[config.mk]
export PLATFORM = sky130hd
export DESIGN_NAME = ddrpin_top
export DESIGN_NICKNAME = d
export VERILOG_FILES = /design/src/include/ddrpin_pkg.sv /design/src/core/ddrpin_lane_cap.sv /design/src/core/ddrpin_top.sv
export SDC_FILE = /design/constraint.sdc
export NUM_CORES = 1
export LEC_CHECK = 0
export ABC_CLOCK_PERIOD_IN_PS = 6030
export BUFFER_PORTS_ARGS = -buffer_cell sky130_fd_sc_hd__buf_2
export CAP_MARGIN = 10
export CORE_UTILIZATION = 44
export DETAILED_ROUTE_END_ITERATION = 12
export PLACE_DENSITY = 0.73
export SLEW_MARGIN = 0
export SYNTH_ARGS = -nofsm -noshare
export SYNTH_HDL_FRONTEND = slang
export SYNTH_HIERARCHICAL = 1
export SYNTH_SLANG_ARGS = --single-unit
export TNS_END_PERCENT = 50
[constraint.sdc]
create_clock -name core_clk_i -period 6.03 [get_ports core_clk_i]
set_clock_uncertainty 0.2 [all_clocks]
set_input_delay 0.9045 -clock core_clk_i [delete_from_list [all_inputs] [get_ports core_clk_i]]
set_output_delay 0.9045 -clock core_clk_i [all_outputs]
set_load 0.01 [all_outputs]
[src/include/ddrpin_pkg.sv]
// ****************************************************************
// Shared constants for the memory pin interface.
// ****************************************************************
package ddrpin_pkg;

  // ****************************************************************
  // Widths of the pin groups.
  // ****************************************************************
  localparam int ADDR_W  = 16;  // Row and column address width.
  localparam int BANK_W  = 3;   // Bank address width.
  localparam int RANKS   = 2;   // Chip selects, one per rank.
  localparam int DQ_W    = 16;  // Data bus width.
  localparam int LANE_W  = 8;   // Bits qualified by one strobe and one mask.
  localparam int LANES   = 2;   // Byte lanes on the data bus.
  localparam int BEATS   = 2;   // Data beats carried by one burst.

  // ****************************************************************
  // Timing counts, in core clock cycles or memory clock half periods.
  // ****************************************************************
  localparam logic [1:0] DIV_LAST     = 2'h3;  // Core cycles per half period, minus one.
  localparam logic [1:0] DIV_MID      = 2'h1;  // Strobe edge point inside a half period.
  localparam logic [2:0] WR_LAT_TICKS = 3'h4;  // Half periods from write command to preamble, minus one.
  localparam logic [2:0] RD_WIN_TICKS = 3'h7;  // Half periods the read capture stays open, minus one.

  // ****************************************************************
  // Reset values of the pins.
  // ****************************************************************
  localparam logic [RANKS-1:0] RANK_IDLE = 2'h3;  // Both ranks deselected.
  localparam logic [1:0]       TERM_RST  = 2'h0;  // Termination off.

  // Command codes; the value is the row, column and write strobe pattern.
  typedef enum logic [2:0] {
    CMD_MRS = 3'h0,  // Mode register set.
    CMD_REF = 3'h1,  // Refresh.
    CMD_PRE = 3'h2,  // Precharge.
    CMD_ACT = 3'h3,  // Activate a row.
    CMD_WR  = 3'h4,  // Write burst.
    CMD_RD  = 3'h5,  // Read burst.
    CMD_ZQC = 3'h6,  // Impedance calibration.
    CMD_NOP = 3'h7   // No operation.
  } ddrpin_cmd_e;

  // Sequencer states, Gray coded along the write path.
  typedef enum logic [2:0] {
    ST_IDLE   = 3'h0,  // Waiting for a command.
    ST_WR_LAT = 3'h1,  // Waiting out write latency.
    ST_WR_PRE = 3'h3,  // Strobe preamble.
    ST_WR_DAT = 3'h2,  // Write data beats.
    ST_RD_WIN = 3'h6   // Read capture window.
  } ddrpin_state_e;

endpackage : ddrpin_pkg

[src/core/ddrpin_lane_cap.sv]
`timescale 1ns/100ps
// ****************************************************************
// One byte lane of read capture, timed by the returned strobe.
// ****************************************************************
module ddrpin_lane_cap
  import ddrpin_pkg::*;
(
  input  wire logic              core_clk_i,  // Core clock.
  input  wire logic              sys_rst_i,   // Asynchronous reset, active high.
  input  wire logic              win_i,       // Capture window open.
  input  wire logic [LANE_W-1:0] dq_i,        // Raw data pins of this lane.
  input  wire logic              strobe_p_i,  // Raw strobe, true part.
  input  wire logic              strobe_n_i,  // Raw strobe, complement part.
  output logic      [LANE_W-1:0] byte_o,      // Captured byte.
  output logic                   valid_o      // One-cycle pulse per captured byte.
);

  logic [LANE_W-1:0] dq_meta_reg;   // First synchroniser stage of data.
  logic [LANE_W-1:0] dq_sync_reg;   // Second synchroniser stage of data.
  logic [1:0]        stb_meta_reg;  // First stage of both strobe halves.
  logic [1:0]        stb_sync_reg;  // Second stage of both strobe halves.
  logic              stb_lvl_reg;   // Strobe level seen one cycle ago.
  logic [1:0]        edge_dly_reg;  // Edge pulse delayed toward mid beat.
  logic              stb_lvl;       // Decoded differential level.

  // ****************************************************************
  // Synchronisers; only the second stage is read by logic.
  // ****************************************************************
  always_ff @(posedge core_clk_i or posedge sys_rst_i) begin
    if (sys_rst_i) begin
      dq_meta_reg  <= '0;
      dq_sync_reg  <= '0;
      stb_meta_reg <= 2'h0;
      stb_sync_reg <= 2'h0;
    end else begin
      dq_meta_reg  <= dq_i;
      dq_sync_reg  <= dq_meta_reg;
      stb_meta_reg <= {strobe_p_i, strobe_n_i};
      stb_sync_reg <= stb_meta_reg;
    end
  end

  // The pair counts as high only when the halves disagree the right way.
  assign stb_lvl = stb_sync_reg[1] & ~stb_sync_reg[0];

  // ****************************************************************
  // Edge detection; data is edge aligned, so sampling waits two cycles
  // to land in the middle of the beat rather than on its transition.
  // ****************************************************************
  always_ff @(posedge core_clk_i or posedge sys_rst_i) begin
    if (sys_rst_i) begin
      stb_lvl_reg  <= 1'b0;
      edge_dly_reg <= 2'h0;
      byte_o       <= '0;
      valid_o      <= 1'b0;
    end else begin
      stb_lvl_reg  <= stb_lvl;
      edge_dly_reg <= {edge_dly_reg[0], win_i & (stb_lvl ^ stb_lvl_reg)};
      valid_o      <= edge_dly_reg[1];
      if (edge_dly_reg[1]) begin
        byte_o <= dq_sync_reg;
      end
    end
  end

endmodule : ddrpin_lane_cap

[src/core/ddrpin_top.sv]
`timescale 1ns/100ps
// What this block does
// - Drive 16-bit row and column address.
// - Drive 3-bit bank address with commands.
// - Forward true and complement memory clock.
// - Clock enable low stops, high runs memory.
// - Two active-low chip selects pick rank.
// - Low mask bits 7:0, high mask 15:8.
// - Strobes driven on writes, received on reads.
// - Capture read data with returned strobes.
// - Low strobe bits 7:0, high 15:8.
// - Commands encoded on strobes and chip selects.
// - Drive two on-die termination controls.
module ddrpin_top
  import ddrpin_pkg::*;
(
  input  wire logic                 core_clk_i,           // Core clock, 100 MHz.
  input  wire logic                 sys_rst_i,            // Asynchronous reset, active high.
  input  wire logic                 cmd_valid_i,          // Command request.
  input  wire ddrpin_cmd_e          cmd_code_i,           // Command code.
  input  wire logic                 cmd_rank_i,           // Target rank.
  input  wire logic [BANK_W-1:0]    cmd_bank_i,           // Target bank.
  input  wire logic [ADDR_W-1:0]    cmd_addr_i,           // Row or column address.
  input  wire logic [BEATS*DQ_W-1:0] cmd_wdata_i,         // Write data, beat 0 low.
  input  wire logic [BEATS*LANES-1:0] cmd_wmask_i,        // Write masks, high blocks.
  input  wire logic                 clk_en_req_i,         // Requested clock enable level.
  input  wire logic [1:0]           term_req_i,           // Requested termination levels.
  output logic                      cmd_ready_o,          // Sequencer idle.
  output logic                      cmd_ack_o,            // Command taken pulse.
  output logic [DQ_W-1:0]           rd_data_o,            // Read beat.
  output logic                      rd_valid_o,           // Read beat pulse.
  output logic [ADDR_W-1:0]         mem_addr_o,           // Address pins.
  output logic [BANK_W-1:0]         mem_bank_o,           // Bank pins.
  output logic                      mem_clk_true_o,       // Memory clock, true part.
  output logic                      mem_clk_comp_o,       // Memory clock, complement.
  output logic                      mem_clk_en_o,         // Memory clock enable.
  output logic [RANKS-1:0]          mem_rank_sel_n_o,     // Chip selects, active low.
  output logic                      mem_row_strobe_n_o,   // Row strobe, active low.
  output logic                      mem_col_strobe_n_o,   // Column strobe, active low.
  output logic                      mem_write_en_n_o,     // Write enable, active low.
  output logic [1:0]                mem_term_ctrl_o,      // On-die termination.
  output logic                      mem_mask_low_o,       // Mask for bits 7:0.
  output logic                      mem_mask_high_o,      // Mask for bits 15:8.
  input  wire logic [DQ_W-1:0]      mem_dq_i,             // Data pins in.
  output logic [DQ_W-1:0]           mem_dq_o,             // Data pins out.
  output logic [LANES-1:0]          mem_dq_oe_n_o,        // Data drive, low drives.
  input  wire logic                 mem_strobe_low_p_i,   // Low strobe true in.
  input  wire logic                 mem_strobe_low_n_i,   // Low strobe complement in.
  input  wire logic                 mem_strobe_high_p_i,  // High strobe true in.
  input  wire logic                 mem_strobe_high_n_i,  // High strobe complement in.
  output logic                      mem_strobe_low_p_o,   // Low strobe true out.
  output logic                      mem_strobe_low_n_o,   // Low strobe complement out.
  output logic                      mem_strobe_high_p_o,  // High strobe true out.
  output logic                      mem_strobe_high_n_o,  // High strobe complement out.
  output logic                      mem_strobe_oe_n_o     // Strobe drive, low drives.
);

  // ****************************************************************
  // Internal state.
  // ****************************************************************
  logic [1:0]            div_reg;      // Half period divider.
  ddrpin_state_e         state_reg;    // Sequencer state.
  logic [2:0]            phase_reg;    // Half periods left in a state.
  logic                  beat_reg;     // Write beat being driven.
  logic [BEATS*DQ_W-1:0] wdata_reg;    // Held write burst.
  logic [BEATS*LANES-1:0] wmask_reg;   // Held write masks.
  logic                  stb_reg;      // Write strobe level.
  logic                  tick;         // Half period enable pulse.
  logic                  fall_tick;    // Tick where the true clock falls.
  logic                  accept;       // Command taken this cycle.
  logic [DQ_W-1:0]       lane_data;    // Bytes from both lanes.
  logic [LANES-1:0]      lane_valid;   // Byte pulses from both lanes.

  assign tick      = (div_reg == DIV_LAST);
  assign fall_tick = tick & mem_clk_true_o;
  // Commands are launched on the falling edge so they sit still
  // across the next rising edge that the memory samples on.
  assign accept    = fall_tick & cmd_valid_i & cmd_ready_o;

  // ****************************************************************
  // Clock divider and forwarded differential clock.
  // ****************************************************************
  always_ff @(posedge core_clk_i or posedge sys_rst_i) begin
    if (sys_rst_i) begin
      div_reg        <= 2'h0;
      mem_clk_true_o <= 1'b0;
      mem_clk_comp_o <= 1'b1;
    end else begin
      div_reg <= div_reg + 2'h1;
      if (tick) begin
        mem_clk_true_o <= ~mem_clk_true_o;
        mem_clk_comp_o <= mem_clk_true_o;
      end
    end
  end

  // ****************************************************************
  // Clock enable and termination follow their requests per half period.
  // ****************************************************************
  always_ff @(posedge core_clk_i or posedge sys_rst_i) begin
    if (sys_rst_i) begin
      mem_clk_en_o    <= 1'b0;
      mem_term_ctrl_o <= TERM_RST;
    end else if (tick) begin
      mem_clk_en_o    <= clk_en_req_i;
      mem_term_ctrl_o <= term_req_i;
    end
  end

  // ****************************************************************
  // Command pins: one full memory clock per command, deselect otherwise.
  // ****************************************************************
  always_ff @(posedge core_clk_i or posedge sys_rst_i) begin
    if (sys_rst_i) begin
      mem_rank_sel_n_o   <= RANK_IDLE;
      mem_row_strobe_n_o <= 1'b1;
      mem_col_strobe_n_o <= 1'b1;
      mem_write_en_n_o   <= 1'b1;
      mem_addr_o         <= '0;
      mem_bank_o         <= '0;
      cmd_ack_o          <= 1'b0;
    end else begin
      cmd_ack_o <= accept;
      if (accept) begin
        // The enum value is the pin pattern of the standard table.
        {mem_row_strobe_n_o, mem_col_strobe_n_o, mem_write_en_n_o} <= cmd_code_i;
        mem_rank_sel_n_o <= cmd_rank_i ? 2'h1 : 2'h2;
        mem_addr_o       <= cmd_addr_i;
        mem_bank_o       <= cmd_bank_i;
      end else if (fall_tick) begin
        mem_rank_sel_n_o   <= RANK_IDLE;
        {mem_row_strobe_n_o, mem_col_strobe_n_o, mem_write_en_n_o} <= CMD_NOP;
      end
    end
  end

  // ****************************************************************
  // Sequencer for write bursts and read windows.
  // ****************************************************************
  always_ff @(posedge core_clk_i or posedge sys_rst_i) begin
    if (sys_rst_i) begin
      state_reg   <= ST_IDLE;
      phase_reg   <= 3'h0;
      beat_reg    <= 1'b0;
      wdata_reg   <= '0;
      wmask_reg   <= '0;
      cmd_ready_o <= 1'b1;
    end else begin
      if (accept) begin
        wdata_reg <= cmd_wdata_i;
        wmask_reg <= cmd_wmask_i;
      end
      if (tick) begin
        case (state_reg)
          ST_IDLE: begin
            if (accept && cmd_code_i == CMD_WR) begin
              state_reg <= ST_WR_LAT;
              phase_reg <= WR_LAT_TICKS;
            end else if (accept && cmd_code_i == CMD_RD) begin
              state_reg <= ST_RD_WIN;
              phase_reg <= RD_WIN_TICKS;
            end
          end
          ST_WR_LAT: begin
            if (phase_reg == 3'h0) begin
              state_reg <= ST_WR_PRE;
            end else begin
              phase_reg <= phase_reg - 3'h1;
            end
          end
          ST_WR_PRE: begin
            state_reg <= ST_WR_DAT;
            beat_reg  <= 1'b0;
          end
          ST_WR_DAT: begin
            // Two beats, one per half period, then back to idle.
            if (beat_reg) begin
              state_reg <= ST_IDLE;
            end
            beat_reg <= ~beat_reg;
          end
          ST_RD_WIN: begin
            if (phase_reg == 3'h0) begin
              state_reg <= ST_IDLE;
            end else begin
              phase_reg <= phase_reg - 3'h1;
            end
          end
          default: begin
            state_reg <= ST_IDLE;
          end
        endcase
      end
      // Ready drops with the command that is taken, rises on return to idle.
      cmd_ready_o <= accept ? 1'b0 : (state_reg == ST_IDLE);
    end
  end

  // ****************************************************************
  // Write data path: data, masks and strobes driven only on writes.
  // The strobe toggles at mid half period so it sits centred on data.
  // ****************************************************************
  always_ff @(posedge core_clk_i or posedge sys_rst_i) begin
    if (sys_rst_i) begin
      mem_dq_o          <= '0;
      mem_dq_oe_n_o     <= 2'h3;
      mem_mask_low_o    <= 1'b1;
      mem_mask_high_o   <= 1'b1;
      stb_reg           <= 1'b0;
      mem_strobe_oe_n_o <= 1'b1;
    end else begin
      mem_strobe_oe_n_o <= ~(state_reg == ST_WR_PRE || state_reg == ST_WR_DAT);
      if (state_reg == ST_WR_DAT) begin
        mem_dq_o        <= wdata_reg[beat_reg*DQ_W +: DQ_W];
        mem_dq_oe_n_o   <= 2'h0;
        mem_mask_low_o  <= wmask_reg[beat_reg*LANES];
        mem_mask_high_o <= wmask_reg[beat_reg*LANES + 1];
        if (div_reg == DIV_MID) begin
          stb_reg <= ~stb_reg;
        end
      end else begin
        // Not writing: release data and mask every lane.
        mem_dq_oe_n_o   <= 2'h3;
        mem_mask_low_o  <= 1'b1;
        mem_mask_high_o <= 1'b1;
        stb_reg         <= 1'b0;
      end
    end
  end

  // Both strobe pairs carry the same differential write strobe.
  always_ff @(posedge core_clk_i or posedge sys_rst_i) begin
    if (sys_rst_i) begin
      mem_strobe_low_p_o  <= 1'b0;
      mem_strobe_low_n_o  <= 1'b1;
      mem_strobe_high_p_o <= 1'b0;
      mem_strobe_high_n_o <= 1'b1;
    end else begin
      mem_strobe_low_p_o  <= stb_reg;
      mem_strobe_low_n_o  <= ~stb_reg;
      mem_strobe_high_p_o <= stb_reg;
      mem_strobe_high_n_o <= ~stb_reg;
    end
  end

  // ****************************************************************
  // Read capture, one instance per byte lane with its own strobe.
  // ****************************************************************
  genvar g;
  generate
    for (g = 0; g < LANES; g++) begin : g_lane
      ddrpin_lane_cap u_cap (
        .core_clk_i (core_clk_i),
        .sys_rst_i  (sys_rst_i),
        .win_i      (state_reg == ST_RD_WIN),
        .dq_i       (mem_dq_i[g*LANE_W +: LANE_W]),
        .strobe_p_i (g == 0 ? mem_strobe_low_p_i : mem_strobe_high_p_i),
        .strobe_n_i (g == 0 ? mem_strobe_low_n_i : mem_strobe_high_n_i),
        .byte_o     (lane_data[g*LANE_W +: LANE_W]),
        .valid_o    (lane_valid[g])
      );
    end
  endgenerate

  // A beat is complete when both lanes have caught their byte.
  always_ff @(posedge core_clk_i or posedge sys_rst_i) begin
    if (sys_rst_i) begin
      rd_data_o  <= '0;
      rd_valid_o <= 1'b0;
    end else begin
      rd_valid_o <= &lane_valid;
      if (&lane_valid) begin
        rd_data_o <= lane_data;
      end
    end
  end
endmodule : ddrpin_top

# Yosys cells after proc, flatten, opt, wreduce, memory -nomap -nowiden
# Cells that the tools add are included.
[op_classes] n_addsub=3 n_lt_le_gt_ge=2 eq_ne=14 shift=1 muxes=28 bitwise=15 n_reduce_logical=13
[op_table] cell="$shiftx A32 B6 Y16" n=1
[op_table] cell="$mux W3" n=8
[op_table] cell="$pmux W3 S5" n=1
[op_table] cell="$mux W1" n=12
[op_table] cell="$eq A3 B3 Y1 const B" n=3
[op_table] cell="$mux W2" n=4
[op_table] cell="$ne A2 B2 Y1 const B" n=4
[op_table] cell="$and A1 B1 Y1" n=7
[op_table] cell="$eq A3 B2 Y1 const B" n=2
[op_table] cell="$logic_not A3 Y1" n=2
[op_table] cell="$not A1 Y1" n=6
[op_table] cell="$pmux W3 S2" n=1
[op_table] cell="$reduce_bool A2 Y1" n=3
[op_table] cell="$reduce_and A5 Y1" n=1
[op_table] cell="$reduce_and A2 Y1" n=2
[op_table] cell="$reduce_and A4 Y1" n=1
[op_table] cell="$add A2 B1 Y3 const B" n=1
[op_table] cell="$eq A3 B1 Y1 const B" n=1
[op_table] cell="$lt A2 B3 Y1 const B" n=1
[op_table] cell="$lt A3 B3 Y1 const B" n=1
[op_table] cell="$ne A3 B3 Y1 const B" n=1
[op_table] cell="$sub A3 B1 Y3 const B" n=1
[op_table] cell="$add A2 B1 Y2 const B" n=1
[op_table] cell="$bmux W1 S2" n=1
[op_table] cell="8 further kinds" n=10
[word_totals] ff_bits=181 in_bits=85 output_inout_bits=73 elab_cells=120

# Logic depth before layout (Yosys ltp)
[depth] word_depth=8 depth_mapped=7 depth_no_buf=6

# Cells and area by module
# The synthesis kept the hierarchy.
[modules_own_cells] module="ddrpin_top" n_inst=1 cells_each=439 area_each_um2=4707.0 seq_area_each_um2=2917.8
[modules_own_cells] module="ddrpin_lane_cap" n_inst=2 cells_each=46 area_each_um2=962.2 seq_area_each_um2=800.8

# Worst setup path before layout
# No wires, ideal clock.
[synth_path] path_type="input to register" start="in cmd_valid_i" end="reg mem_addr_o[15]" setup_time_ns=0.065 t_arrival_ns=1.744 required_ns=5.765 slack_ns=4.021 cell_stages=5 n_path_buf=2 path_cell_list="nand4_4 clkbuf_1 clkbuf_1 nand2_1 nand2_1"
[synth_between] elab_chain_cells=2
[synth_rtl] element="start: declaration" line_no="ddrpin_top.sv:19" rtl="input wire logic cmd_valid_i,"
[synth_rtl] element="$and A1 B1 Y1 (2 in series)" line_no="ddrpin_top.sv:78" rtl="assign accept = fall_tick & cmd_valid_i & cmd_ready_o;"
[synth_rtl] element="end signal: assignment" line_no="ddrpin_top.sv:128" rtl="mem_addr_o <= cmd_addr_i;"
[synth_rtl] element="end: declaration" line_no="ddrpin_top.sv:32" rtl="output logic [ADDR_W-1:0] mem_addr_o,"
# No other way between the ends.
# A chain may end at the register's enable or synchronous reset.

# Worst setup path in the final report
[layout_path] start="reg div_reg[0]" end="reg state_reg[1]"
[layout_between] elab_chain_cells=7 word_cells_on_any_way=10 cone_classes="eq/ne: 2; mux: 2; bitwise: 3; reduce/logical: 3"
[layout_rtl] element="start: declaration" line_no="ddrpin_top.sv:61" rtl="logic [1:0] div_reg;"
[layout_rtl] element="start signal: assignment" line_no="ddrpin_top.sv:89" rtl="div_reg <= div_reg + 2'h1;"
[layout_rtl] element="$eq A2 B2 Y1 (*)" line_no="ddrpin_top.sv:74" rtl="assign tick = (div_reg == DIV_LAST);"
[layout_rtl] element="$and A1 B1 Y1" line_no="ddrpin_top.sv:75" rtl="assign fall_tick = tick & mem_clk_true_o;"
[layout_rtl] element="$and A1 B1 Y1 (2 in series)" line_no="ddrpin_top.sv:78"
[layout_rtl] element="$logic_and A1 B1 Y1 (on tied branches)" line_no="ddrpin_top.sv:156, ddrpin_top.sv:159"
[layout_rtl] element="$ne A3 B3 Y1 (no line) / $mux W3 (equally long branches)"
[layout_rtl] element="$reduce_and A5 Y1 (no line) / $pmux W3 S5 (equally long branches)"
[layout_rtl] element="end signal: assignment" line_no="ddrpin_top.sv:157" rtl="state_reg <= ST_WR_LAT;"
[layout_rtl] element="end signal: assignment" line_no="ddrpin_top.sv:160" rtl="state_reg <= ST_RD_WIN;"
[layout_rtl] element="end signal: assignment" line_no="ddrpin_top.sv:166" rtl="state_reg <= ST_WR_PRE;"
[layout_rtl] element="end: declaration" line_no="ddrpin_top.sv:62" rtl="ddrpin_state_e state_reg;"
# Every way passes the cells marked *; elsewhere a longest branch is shown, timed or not.

==> impl_metrics.yaml <==
global_route:
  track_usage: 0.179
  grt_max_degree: 80
  antenna_found_initial: 0
  grt_pass1_vias: 4433
  grt_pass1_wl_mm: 21.7
  grt_overflow_total: 0
floorplanning:
  core_um2: 14600
  die_area_um2: 15600
  die_x_um: 125
  rows: 44
  io-pin-count: 158
  fp.dieH_um: 125
  start_util: 0.453
worst_hold_path:
  worstHoldStart: "g_lane[0].u_cap/dq_meta_reg[4]"
  hold_depth: 0
  min_to: "g_lane[0].u_cap/dq_sync_reg[4]"
  hold_path.class: "reg -> reg"
clocking:
  ctsResizeCount: 0
  root_buffer: "clkbuf_16"
  h-tree-depth: 4
  clk_pin_slew_ps: 60
  cts_tree: "built"
  clk_path_buf_depth: 2
  numCtsBuffers: 17
  postCtsHoldBufs: 0
  clkSinkCount: 180
  clk_latency_ps: 420
  post_cts.repair.setup_buffers: 0
power_and_ir_drop:
  netSwitchingPower_uw: 819
  switching_share: 0.267
  p_seq_frac: 0.486
  p_leak_nw: 4.29
  p_int_mw: 2.25
  power_mw: 3.07
  clockPowerShare: 0.355
  vdd_ir_drop_max_v: 0.000213
  powerDensity_nw_per_um2: 376
  comb_power_share: 0.158
logic_synthesis:
  synth_fp_nets: 620
  yosysUniqueCellTypes: 48
  avgSynthCellArea_um2: 12.5
  ys_ff_latch: 180
  ys_seq_area_frac: 0.682
  yosysWarnings: 6
  synth_edf_count: 0
  async_reset_ff_frac: 1.00
  synth_cells: 531
  synth_area_um2: 6630
  synth_ff_type: "dfrtp_1"
setup_path:
  worstPathMaxFanout: 62
  critical_path_class: "reg -> reg"
  reg2reg_from: "div_reg[0]"
  ff2ff_path_depth: 7
  end_kind: "flip-flop"
  r2r-end: "state_reg[1]"
  startpoint_type: "flip-flop"
  critical_path_arrival_ps: 3390
  rrSetupSlack_ps: 2770
  required_ps: 6160
finish:
  nNetsFinal: 775
  antenna_cells: 0
  fin_cells: 883
  drive_above_1_share: 0.365
  filler_cell_count: 1255
  syn2layout_area_growth_pct: 23.4
  largest_register_ffs: 32
timing:
  fin_setup_tns_ps: 0
  post-route-period-util: 0.540
  finalHoldViolations: 0
  maxSlewViolCount: 0
  tightest_slew_ps: 973
  worst_slack_ps: 2770
  setup_viol: 0
  slew_headroom: 0.351
  fmax_mhz: 307
  rsz0062_at_grt: "no"
  min_period_ps: 3260
routing:
  vias: 4243
  vias_per_cell: 4.81
  ant_nets: 0
  wire_per_inst_um: 14.3
  drc_errors: 21
  dr.pass1.iters: 9
  routed_wl_mm: 12.6
  drtIter0Drc: 241
run:
  maxCapViolCount: 0
placed_design:
  dpl_worst_slack_ps: 2730
  dp_hpwl_mm: 8.34
  gp_congestion: 0.787
  port_buffers: 157
  dp_cells: 849
outcome:
  violations: "DRC"
  outcome: "complete, but fails checks"
[per-layer routing]
metal  part of all wire  vias up  global-route usage
met3              0.065       14              0.0541
met1               0.45     2081               0.233
met4              0.013        0              0.0784
met2               0.47      123               0.277
li1                   -     2025                   -
met5                  0        -                   0
[critical path, cell delays in order, from the launching register on]
cell      delay (ps)
dfrtp_1          370
ha_1             500
nand4_4          800
inv_2            180
buf_4            490
nand4b_1         200
o21ba_1          220
o31ai_2          160
[logic make-up (layout without fill, tap and decap cells)]
kind of cell               count (synthesis)  after routing  synth area share
and+or+nand+nor                          213            213             0.140
DFF                                      180            180             0.682
muxes                                     57             57             0.102
buffers and inverters                     39            207            0.0287
AOI/OAI and AO/OA                         36             36            0.0375
adders and majority gates                  4              4           0.00755
xor gates and xnor gates                   2              2           0.00264
[power by group through the flow]
stage	logic, mW	registers, mW	clock network [mW]
final	0.487	1.49	1.09
after global routing	0.548	1.51	1.18
after detailed placement	0.491	1.51	0
after global placement	0.475	1.50	0
after CTS	0.491	1.49	1.13
after floorplan	0.265	1.54	0
[cell type report]
| class | instances | area [um^2] | share of cell area |
|---|---|---|---|
| Inverter | 13 | 51.3 | 0.00627 |
| Clock buffer | 22 | 474 | 0.0580 |
| Sequential cell | 180 | 4520 | 0.552 |
| Tap cell | 184 | 230 | 0.0281 |
| Timing Repair Buffer | 162 | 863 | 0.106 |
| Multi-Input combinational cell | 312 | 1920 | 0.235 |
| Clock inverter | 10 | 120 | 0.0147 |
[cell usage in the layout, fill, tap and decap left out, drive strengths merged]
cell type  instances
clkbuf            22
mux2i             19
o31ai              1
a21o               2
nand2            186
a2bb2oi            1
nor4b              2
bufinv             2
o221ai             1
nand2b             1
ha                 4
and3b              1
o22a               5
inv               16
or3                1
nand4bb            2
nand4b             1
clkinv             3
buf              162
a21oi              3
nor4               1
nor3b              2
nand3b             1
nand3              1
xor2               1
dfstp             12
o21ai             21
o2bb2ai            1
and2               1
clkinvlp           2
or2                3
o21ba              1
dfrtp            168
xnor2              1
mux2              38
nor2               7
nand4              1
nor2b              2
[Yosys cell counts, types with 2 or more instances]
cell | count | area [um^2]
o22a_1 | 5 | 43.8
nand2_1 | 186 | 698
inv_2 | 2 | 7.51
mux2_4 | 16 | 240
buf_6 | 3 | 33.8
o21ai_0 | 2 | 10.0
dfrtp_1 | 168 | 4200
nor2b_1 | 2 | 12.5
o21ai_1 | 18 | 90.1
mux2_2 | 20 | 225
buf_1 | 2 | 7.51
dfstp_2 | 12 | 315
clkbuf_1 | 12 | 45.0
ha_1 | 4 | 50.1
buf_4 | 4 | 30.0
mux2_1 | 2 | 22.5
inv_1 | 11 | 41.3
mux2i_1 | 19 | 190
a21o_1 | 2 | 15.0
buf_2 | 5 | 25.0
a21oi_1 | 3 | 15.0
nor2_1 | 6 | 22.5
nand4bb_1 | 2 | 22.5
[stage by stage]
| step | instance area (um^2) | hold WS, ps | utilization |
|---|---|---|---|
| floorplan | 6630 | 131 | - |
| global placement | 7530 | 133 | 0.514 |
| detailed placement | 7530 | 135 | 0.514 |
| CTS | 8130 | 148 | 0.555 |
| global route | 8180 | 153 | 0.559 |
| finish | 8180 | 141 | 0.559 |
[worst max path at each step]
| stage | start | endpoint | cells past startpoint |
|---|---|---|---|
| after floorplan | sys_rst_i | beat_reg | 1 |
| after global placement | cmd_valid_i | state_reg[1] | 7 |
| after detailed placement | cmd_valid_i | state_reg[1] | 7 |
| after CTS | div_reg[0] | state_reg[1] | 7 |
| after global routing | div_reg[0] | state_reg[1] | 7 |
| final | div_reg[0] | state_reg[1] | 7 |
Power figures use the tool's default switching activity.
